===== src/rtl/link_slot_pkg.sv =====
// link status and slot capability constants, fields and carriers
// shared by the register logic and its small default memory
package link_slot_pkg;

  localparam logic [7:0] OFS_LINK_STATE = 8'hd0;
  localparam logic [7:0] OFS_SLOT_FEAT  = 8'hd4;
  localparam logic [7:0] OFS_LINK_CTRL  = 8'hd0;

  // link status word fields (upper half of the d0h dword) and the retrain bit 5 of its lower half
  localparam int SPEED_LO    = 16;
  localparam int SPEED_HI    = 19;
  localparam int WIDTH_LO    = 20;
  localparam int WIDTH_HI    = 25;
  localparam int TRAIN_ERR   = 26;
  localparam int TRAIN_BUSY  = 27;
  localparam int SLOT_CLK    = 28;
  localparam int DL_ACTIVE   = 29;
  localparam int RETRAIN_BIT = 5;

  localparam logic [3:0] SPEED_2G5   = 4'h1;
  localparam logic [3:0] SPEED_5G    = 4'h2;
  localparam logic [3:0] SPEED_RESET = 4'h2;
  localparam logic [5:0] WIDTH_RESET = 6'h01;

  // slot capability fields
  localparam int ATTN_BTN    = 0;
  localparam int PWR_CTRL    = 1;
  localparam int ATTN_IND    = 3;
  localparam int PWR_IND     = 4;
  localparam int HP_SURPRISE = 5;
  localparam int HP_CAPABLE  = 6;
  localparam int PLIM_LO     = 7;
  localparam int PLIM_HI     = 14;
  localparam int PSCALE_LO   = 15;
  localparam int PSCALE_HI   = 16;
  localparam int SLOTNUM_LO  = 19;
  localparam int SLOTNUM_HI  = 31;

  localparam logic [7:0]  PLIM_RESET    = 8'h00;
  localparam logic [1:0]  PSCALE_RESET  = 2'h0;
  localparam logic [12:0] SLOTNUM_RESET = 13'h0000;

  // default memory slots for the slot capability word and the link status slot clock bit
  localparam int          DEF_DEPTH     = 4;
  localparam logic [1:0]  DEF_IDX_FLAGS = 2'h0;
  localparam logic [1:0]  DEF_IDX_POWER = 2'h1;
  localparam logic [1:0]  DEF_IDX_SLOT  = 2'h2;
  localparam logic [1:0]  DEF_IDX_CLOCK = 2'h3;

  typedef struct packed {
    logic        train_fail;   // training attempt failed
    logic        train_ok;     // link reached L0
    logic        train_start;  // training begins (any cause)
    logic        dl_active;    // data link state machine in DL_Active
    logic [3:0]  speed;        // negotiated rate code
    logic [5:0]  width;        // negotiated lane count
    logic        speed_valid;  // speed/width update strobe
  } link_event_t;

  typedef struct packed {
    logic        wr;
    logic        rd;
    logic [7:0]  addr;
    logic [31:0] wdata;
  } cfg_req_t;

  typedef struct packed {
    logic        we;
    logic [1:0]  idx;
    logic [12:0] data;
  } def_load_t;

  typedef enum logic [1:0] {
    LT_IDLE    = 2'b00,
    LT_REQUEST = 2'b01,
    LT_WAIT    = 2'b11
  } retrain_state_t;

endpackage


===== src/rtl/default_store.sv =====
// small store of slot capability and slot clock defaults written by the autoload path
// assumes the loader writes before software reads; read data is registered
`timescale 1ns/10ps
module default_store
  import link_slot_pkg::*;
#(
  parameter int DEPTH = DEF_DEPTH,
  parameter int WIDTH = 13
) (
  input  wire logic                     clk_sys,  // system clock
  input  wire logic                     rst,      // async reset, high
  input  wire logic                     we,       // write strobe
  input  wire logic [$clog2(DEPTH)-1:0] waddr,    // write index
  input  wire logic [WIDTH-1:0]         wdata,    // write data
  input  wire logic [$clog2(DEPTH)-1:0] raddr,    // read index
  output logic      [WIDTH-1:0]         rdata     // registered read data
);

  logic [WIDTH-1:0] mem [DEPTH];
  logic [WIDTH-1:0] next_rdata;

  always_comb begin
    next_rdata = mem[raddr];
  end

  // cleared at reset so every field comes up at its zero default
  always_ff @(posedge clk_sys or posedge rst) begin
    if (rst) begin
      for (int i = 0; i < DEPTH; i++) begin
        mem[i] <= '0;
      end
      rdata <= '0;
    end else begin
      if (we) begin
        mem[waddr] <= wdata;
      end
      rdata <= next_rdata;
    end
  end

endmodule // default_store


===== src/rtl/pcie_link_status_slot_caps.sv =====
// link status and slot capability registers of one switch port
// assumes link events come from the training logic on clk_sys; strap is a pin
`timescale 1ns/10ps

// Summary of operation
// (RL1) link rate in 19:16, reset 5 Gb/s
// (RL2) negotiated lane count 25:20, reset x1
// (RL3) training error set on fail, cleared L0
// (RL4) training flag while training in progress
// (RL5) slot clock bit from strap, autoload override
// (RL6) bit 29 shows DL_Active state
// (RL7) attention button present bit 0
// (RL8) power controller present bit 1
// (RL9) attention indicator present bit 3
// (RL10) power indicator present bit 4
// (RL11) surprise removal allowed bit 5
// (RL12) hot-plug capable bit 6
// (RL13) power limit value, write sends message
// (RL14) power limit scale, write sends message
// (RL15) physical slot number 31:19, reset zero
// (RL16) slot word only on downstream ports
// (RL17) slot defaults loadable by SMBus/EEPROM
// (RL18) retrain starts training on downstream ports, reads back zero
// (RL19) read-only writes ignored, 31:30 zero
module pcie_link_status_slot_caps
  import link_slot_pkg::*;
#(
  parameter bit DOWNSTREAM = 1'b1
) (
  input  wire logic        clk_sys,          // system clock, 50 MHz
  input  wire logic        rst,              // async reset, high
  input  wire cfg_req_t    cfg_req,          // config access request
  output logic      [31:0] cfg_rdata,        // config read data
  input  wire logic [3:0]  cfg_be,           // config byte enables
  input  wire link_event_t link_evt,         // events from training logic
  input  wire logic        slot_clock_strap, // strap pin, asynchronous
  input  wire def_load_t   def_load,         // SMBus/EEPROM default load
  output logic             retrain_req,      // pulse: start retraining
  output logic             power_msg_req,    // pulse: send power limit msg
  output logic      [7:0]  power_msg_value,  // limit value for message
  output logic      [1:0]  power_msg_scale   // limit scale for message
);

  logic [1:0]     strap_sync;
  logic [1:0]     strap_fill;
  logic           strap_seen;
  logic           next_strap_seen;
  logic [3:0]     speed;
  logic [3:0]     next_speed;
  logic [5:0]     width;
  logic [5:0]     next_width;
  logic           train_err;
  logic           next_train_err;
  logic           train_busy;
  logic           next_train_busy;
  logic           dl_up;
  logic           next_dl_up;
  logic           slot_clk;
  logic           next_slot_clk;
  logic [6:0]     feat;
  logic [6:0]     next_feat;
  logic [7:0]     plim;
  logic [7:0]     next_plim;
  logic [1:0]     pscale;
  logic [1:0]     next_pscale;
  logic [12:0]    slot_num;
  logic [12:0]    next_slot_num;
  logic           next_msg;
  logic           next_retrain;
  logic [31:0]    next_rdata;
  logic [31:0]    link_word;
  logic [31:0]    slot_word;
  logic           wr_link;
  logic           wr_slot;
  logic           load_seen;
  logic           next_load_seen;
  logic [1:0]     scan_idx;
  logic [1:0]     next_scan_idx;
  logic [12:0]    def_rdata;
  retrain_state_t rt_state;
  retrain_state_t next_rt_state;

  default_store #(
    .DEPTH (DEF_DEPTH),
    .WIDTH (13)
  ) u_defaults (
    .clk_sys (clk_sys),
    .rst     (rst),
    .we      (def_load.we),
    .waddr   (def_load.idx),
    .wdata   (def_load.data),
    .raddr   (scan_idx),
    .rdata   (def_rdata)
  );

  // two-stage strap synchroniser, only stage 2 is read
  always_ff @(posedge clk_sys or posedge rst) begin
    if (rst) begin
      strap_sync <= 2'h0;
      strap_fill <= 2'h0;
    end else begin
      strap_sync <= {strap_sync[0], slot_clock_strap};
      // fill marks when stage 2 holds a real pin sample
      strap_fill <= {strap_fill[0], 1'b1};
    end
  end

  assign wr_link = cfg_req.wr && (cfg_req.addr == OFS_LINK_STATE);
  assign wr_slot = cfg_req.wr && (cfg_req.addr == OFS_SLOT_FEAT) && DOWNSTREAM;

  // link status state
  always_comb begin
    next_speed      = speed;
    next_width      = width;
    next_train_err  = train_err;
    next_train_busy = train_busy;
    next_dl_up      = link_evt.dl_active;
    // freeze only once the synchroniser carries the pin, not its reset zero
    next_strap_seen = strap_seen | strap_fill[1];
    next_slot_clk   = slot_clk;
    // (RL1) rate update from training
    if (link_evt.speed_valid) begin
      next_speed = link_evt.speed;
      // (RL2) lane count update
      next_width = link_evt.width;
    end
    // (RL4) busy from start until done
    if (link_evt.train_start || (rt_state == LT_REQUEST)) begin
      next_train_busy = 1'b1;
    end else if (link_evt.train_ok || link_evt.train_fail) begin
      next_train_busy = 1'b0;
    end
    // (RL3) failure wins over L0 clear
    if (link_evt.train_fail) begin
      next_train_err = 1'b1;
    end else if (link_evt.train_ok) begin
      next_train_err = 1'b0;
    end
    // (RL5) strap caught once after release
    if (!strap_seen) begin
      next_slot_clk = strap_sync[1];
    end
    // (RL5) autoload override of clock bit
    // store output lags the scan index by one
    if (load_seen && (scan_idx - 2'h1) == DEF_IDX_CLOCK) begin
      next_slot_clk = def_rdata[0];
    end
  end

  always_ff @(posedge clk_sys or posedge rst) begin
    if (rst) begin
      speed      <= SPEED_RESET;
      width      <= WIDTH_RESET;
      train_err  <= 1'b0;
      train_busy <= 1'b0;
      dl_up      <= 1'b0;
      strap_seen <= 1'b0;
      slot_clk   <= 1'b0;
    end else begin
      speed      <= next_speed;
      width      <= next_width;
      train_err  <= next_train_err;
      train_busy <= next_train_busy;
      // (RL6) follows DL_Active directly
      dl_up      <= next_dl_up;
      strap_seen <= next_strap_seen;
      slot_clk   <= next_slot_clk;
    end
  end

  // (RL18) retrain handshake, downstream only
  always_comb begin
    next_rt_state = rt_state;
    next_retrain  = 1'b0;
    unique case (rt_state)
      LT_IDLE: begin
        if (wr_link && DOWNSTREAM && cfg_be[0] && cfg_req.wdata[RETRAIN_BIT]) begin
          next_rt_state = LT_REQUEST;
        end
      end
      LT_REQUEST: begin
        next_retrain  = 1'b1;
        next_rt_state = LT_WAIT;
      end
      LT_WAIT: begin
        if (link_evt.train_ok || link_evt.train_fail) begin
          next_rt_state = LT_IDLE;
        end
      end
      default: next_rt_state = LT_IDLE;
    endcase
  end

  always_ff @(posedge clk_sys or posedge rst) begin
    if (rst) begin
      rt_state    <= LT_IDLE;
      retrain_req <= 1'b0;
    end else begin
      rt_state    <= next_rt_state;
      retrain_req <= next_retrain;
    end
  end

  // default scan: walks the store continuously from reset so new defaults apply
  always_comb begin
    next_scan_idx  = scan_idx + 2'h1;
    next_load_seen = load_seen;
    if (def_load.we) begin
      next_load_seen = 1'b1;
    end
  end

  always_ff @(posedge clk_sys or posedge rst) begin
    if (rst) begin
      scan_idx  <= 2'h0;
      load_seen <= 1'b0;
    end else begin
      scan_idx  <= next_scan_idx;
      load_seen <= next_load_seen;
    end
  end

  // slot capability state; def_rdata lags scan_idx by one cycle
  always_comb begin
    next_feat     = feat;
    next_plim     = plim;
    next_pscale   = pscale;
    next_slot_num = slot_num;
    next_msg      = 1'b0;
    // (RL17) apply loaded defaults
    if (load_seen && DOWNSTREAM) begin
      unique case (scan_idx - 2'h1)
        // (RL7) flags 0..6 from store
        DEF_IDX_FLAGS: next_feat = def_rdata[6:0];
        DEF_IDX_POWER: begin
          next_plim   = def_rdata[7:0];
          next_pscale = def_rdata[9:8];
        end
        // (RL15) slot number default
        DEF_IDX_SLOT:  next_slot_num = def_rdata;
        DEF_IDX_CLOCK: next_slot_num = slot_num;
      endcase
    end
    // (RL13) value write sends message
    if (wr_slot && cfg_be[0] && cfg_be[1]) begin
      next_plim = cfg_req.wdata[PLIM_HI:PLIM_LO];
      next_msg  = 1'b1;
    end
    // (RL14) scale write sends message
    if (wr_slot && cfg_be[1] && cfg_be[2]) begin
      next_pscale = cfg_req.wdata[PSCALE_HI:PSCALE_LO];
      next_msg    = 1'b1;
    end
  end

  always_ff @(posedge clk_sys or posedge rst) begin
    if (rst) begin
      feat            <= 7'h00;
      plim            <= PLIM_RESET;
      pscale          <= PSCALE_RESET;
      slot_num        <= SLOTNUM_RESET;
      power_msg_req   <= 1'b0;
      power_msg_value <= PLIM_RESET;
      power_msg_scale <= PSCALE_RESET;
    end else begin
      feat            <= next_feat;
      plim            <= next_plim;
      pscale          <= next_pscale;
      slot_num        <= next_slot_num;
      power_msg_req   <= next_msg;
      power_msg_value <= next_plim;
      power_msg_scale <= next_pscale;
    end
  end

  // (RL19) reserved bits zero, retrain reads zero
  always_comb begin
    link_word                        = '0;
    link_word[SPEED_HI:SPEED_LO]     = speed;
    link_word[WIDTH_HI:WIDTH_LO]     = width;
    link_word[TRAIN_ERR]             = train_err;
    link_word[TRAIN_BUSY]            = train_busy;
    link_word[SLOT_CLK]              = slot_clk;
    link_word[DL_ACTIVE]             = dl_up;
    slot_word                        = '0;
    // (RL8) feature bits with bit 2 reserved
    slot_word[ATTN_BTN]              = feat[ATTN_BTN];
    slot_word[PWR_CTRL]              = feat[PWR_CTRL];
    // (RL9) attention indicator
    slot_word[ATTN_IND]              = feat[ATTN_IND];
    // (RL10) power indicator
    slot_word[PWR_IND]               = feat[PWR_IND];
    // (RL11) surprise removal
    slot_word[HP_SURPRISE]           = feat[HP_SURPRISE];
    // (RL12) hot-plug capable
    slot_word[HP_CAPABLE]            = feat[HP_CAPABLE];
    slot_word[PLIM_HI:PLIM_LO]       = plim;
    slot_word[PSCALE_HI:PSCALE_LO]   = pscale;
    slot_word[SLOTNUM_HI:SLOTNUM_LO] = slot_num;
    next_rdata                       = cfg_rdata;
    if (cfg_req.rd) begin
      next_rdata = 32'h0000_0000;
      if (cfg_req.addr == OFS_LINK_STATE) begin
        next_rdata = link_word;
      end else if (cfg_req.addr == OFS_SLOT_FEAT && DOWNSTREAM) begin
        // (RL16) upstream reads zero here
        next_rdata = slot_word;
      end
    end
  end

  always_ff @(posedge clk_sys or posedge rst) begin
    if (rst) begin
      cfg_rdata <= 32'h0000_0000;
    end else begin
      cfg_rdata <= next_rdata;
    end
  end

endmodule // pcie_link_status_slot_caps


===== config.mk =====
export PLATFORM = sky130hd
export DESIGN_NAME = pcie_link_status_slot_caps
export DESIGN_NICKNAME = d
export VERILOG_FILES = /design/src/rtl/link_slot_pkg.sv /design/src/rtl/default_store.sv /design/src/rtl/pcie_link_status_slot_caps.sv
export SDC_FILE = /design/constraint.sdc
export NUM_CORES = 1
export LEC_CHECK = 0
export ABC_AREA = 1
export ABC_CLOCK_PERIOD_IN_PS = 3820
export BUFFER_PORTS_ARGS = -buffer_cell sky130_fd_sc_hd__buf_2
export CAP_MARGIN = 20
export CORE_MARGIN = 2
export CORE_UTILIZATION = 50
export CTS_CLUSTER_DIAMETER = 80
export DETAILED_ROUTE_END_ITERATION = 10
export PLACE_DENSITY = 0.84
export SLEW_MARGIN = 40
export SYNTH_ARGS = -nofsm -noshare
export SYNTH_HDL_FRONTEND = slang
export SYNTH_SLANG_ARGS = --single-unit

===== constraint.sdc =====
create_clock -name clk_sys -period 3.82 [get_ports clk_sys]
set_input_delay 0 -clock clk_sys [delete_from_list [all_inputs] [get_ports clk_sys]]
set_output_delay 0 -clock clk_sys [all_outputs]
set_load 0.05 [all_outputs]

==> impl_metrics.yaml <==
status:
  status: "completed"
synthesis:
  ys_seq_elements: 151
  syn_inst: 683
  syn_area_um2: 6375
  syn-num-nets: 767
  synth_top_area_frac: 0.5849
  synth_area_leaders: "dfrtp_1 (58%), nand2_1 (9.9%), o21ai_0 (7.5%), nand3_1 (4.9%), inv_1 (3.5%)"
  ys_warn_count: 0
  ys_types: 30
  yosysSeqAreaShare: 0.5931
  netlist.top_cell.by_area: "dfrtp_1"
  avgSynthCellArea_um2: 9.334
pwr:
  seqPwrFrac: 0.456
  vdd_drop_max_mv: 0.3224
  switching_share: 0.2629
  power_density_nw_per_um2: 510.1
  pwr-share-comb: 0.118
  power_uw: 4155
  p_sw_uw: 1093
  power.leakage_uw: 0.004184
  p_int_uw: 3063
  clockPowerShare: 0.425
clocking:
  cts_hold_buffers: 53
  post_cts_buffers: 0
  ctsLongestPathBuffers: 2
  cts-root-buf: "clkbuf_16"
  htreeDepth: 4
  clkLatencyLatePin_ns: 0.42
  cts_buffers: 17
  path_clk_slew_ns: 0.06
  cts_tree: "built"
  cts_resized: 0
  clock_sinks: 151
global_routing:
  overflow: 0
  first_global_vias: 4935
  antenna_found_initial: 0
  grt_start_max_net_pins: 82
  track_usage: 0.2321
  grt_pass1_wl_um: 24190
timing:
  setup_viol: 0
  tns_ns: 0
  skew_ns: 0.006107
  tightest_slew_ns: 0.7492
  drv_slew: 0
  setup_ws_ns: 1.785
  slew_headroom: 0.5000
  post-route-period-util: 0.5326
  rsz0062_at_grt: "false"
  finalHoldViolations: 0
  min_period_ns: 2.035
  max_freq_mhz: 491.5
setup_path:
  r2r-start: "scan_idx[1]$_DFF_PP0_"
  crit_path_end_kind: "flip-flop"
  r2r_end: "plim[0]$_DFFE_PP0P_"
  start_kind: "flip-flop"
  r2r_cells: 7
  critPathKind: "flip-flop to flip-flop"
  required_ns: 4.12
  r2r_slack_ns: 1.79
  worstPathMaxFanout: 16
  cp_data_arrival_time_ns: 2.34
place:
  pre_cts_ws_ns: 1.862
  dp_cells: 924
  port_buffers: 100
  place_hpwl_um: 9149
  gp_congestion: 0.7950
layout:
  nFillCells: 942
  layout.nets: 908
  layout.cells.most_common: "nand2_1"
  syn2layout_area_growth_pct: 27.77
  fin_cells: 1009
  multi_input_area_um2: 2168
  seq_area_um2: 3781
  layout-drive-gt1-share: 0.2174
  antenna_cells: 0
  final_cell_mix: "nand2_1 (168), dfrtp_1 (149), buf_2 (100)"
hold_path:
  min_to: "plim[5]$_DFFE_PP0P_"
  hp-start: "cfg_be[0]"
  hp-class: "primary input to flip-flop"
  worstHoldPathCells: 4
floorplanning:
  die_h_um: 116.9
  die_area_um2: 13670
  rows: 41
  ios: 124
  fp.coreArea_um2: 12520
  fp.dieW_um: 116.9
  initial_core_util: 0.5093
detailed_routing:
  wl_per_cell_um: 15.05
  detail_route.iter0.violations: 564
  vias: 5221
  drc: 0
  routed_via_density: 5.174
  finalWirelength_um: 15190
  postRouteAntennaNets: 0
  drtPass1Iterations: 5
run:
  drv_cap: 0
-- stage by stage --
step | hold WS, ns | area [um2] | utilization
final | 0.02326 | 8145 | 0.6507
after global routing | 0.04100 | 8145 | 0.6507
after CTS | 0.003626 | 8145 | 0.6507
after detailed placement | -0.07804 | 6988 | 0.5583
after global placement | 0.1095 | 6940 | 0.5545
after floorplan | 0.03143 | 6379 | -
-- cell families (layout without fill, tap and decap cells) --
group	Yosys count	after routing	synth area share
buffers and inverters	98	252	0.06673
other	2	2	0.001178
adder cells (fa/ha/maj)	4	4	0.007851
multiplexers	15	15	0.02630
flip-flops	151	151	0.5931
AND/OR/NAND/NOR	299	299	0.2116
AO/OA/AOI/OAI	114	114	0.09323
-- cell usage after synthesis (all sizes together) --
cell	instances
a21o	1
a21oi	3
buf	22
clkbuf	15
clkinv	1
conb	2
dfrtp	149
dfstp	2
ha	4
inv	60
mux2	14
mux2i	1
nand2	171
nand3	66
nand4	13
nor2	36
o21ai	95
o22ai	13
o31ai	2
or2	13
-- power groups by stage --
| stage | registers [uW] | logic [uW] | clock network, uW |
|---|---|---|---|
| after detailed placement | 1920 | 446 | 0 |
| final | 1900 | 491 | 1770 |
| after floorplan | 1980 | 231 | 0 |
| after CTS | 1890 | 491 | 1790 |
| after global routing | 1920 | 548 | 1850 |
| after global placement | 1910 | 424 | 0 |
-- worst max-delay path: stages (launching register included) --
cell and delay, ns:
dfrtp_1 0.57, ha_1 0.30, nand2_1 0.34, clkinv_1 0.36, nand2_1 0.13, nand2_1 0.07, nand2_1 0.08, nand2_1 0.07
-- flip-flops by register name (all words and copies together) (netlist names), 4 cells and up --
signal and flops:
u_defaults.mem 52, plim 8, u_defaults.rdata 13, feat 6
width 6, slot_num 13, speed 4, cfg_rdata 31
-- per-layer routing --
layer,GRT usage,share of wire
met1,0.3127,0.44
met2,0.3796,0.49
met4,0.07843,0.011
met5,0,0
met3,0.04789,0.059
-- area by class of cell --
class,count,area share
clock buffers,17,0.05223
clock inverters,15,0.02473
inverters,61,0.02857
multi-input cells,434,0.2662
flip-flops and latches,151,0.4642
well taps,172,0.02642
repair buffers,159,0.1376
-- how the worst max path moves through the flow --
stage,from,to,slack [ns],cells past startpoint
after CTS,scan_idx[1]$_DFF_PP0_,plim[0]$_DFFE_PP0P_,1.81,7
final,scan_idx[1]$_DFF_PP0_,plim[0]$_DFFE_PP0P_,1.79,7
after detailed placement,scan_idx[1]$_DFF_PP0_,plim[7]$_DFFE_PP0P_,1.86,7
after floorplan,rst,cfg_rdata[0]$_DFFE_PP0P_,1.92,1
after global routing,scan_idx[1]$_DFF_PP0_,plim[5]$_DFFE_PP0P_,1.66,7
after global placement,scan_idx[1]$_DFF_PP0_,plim[7]$_DFFE_PP0P_,1.88,7
Power figures use the tool's default switching activity.
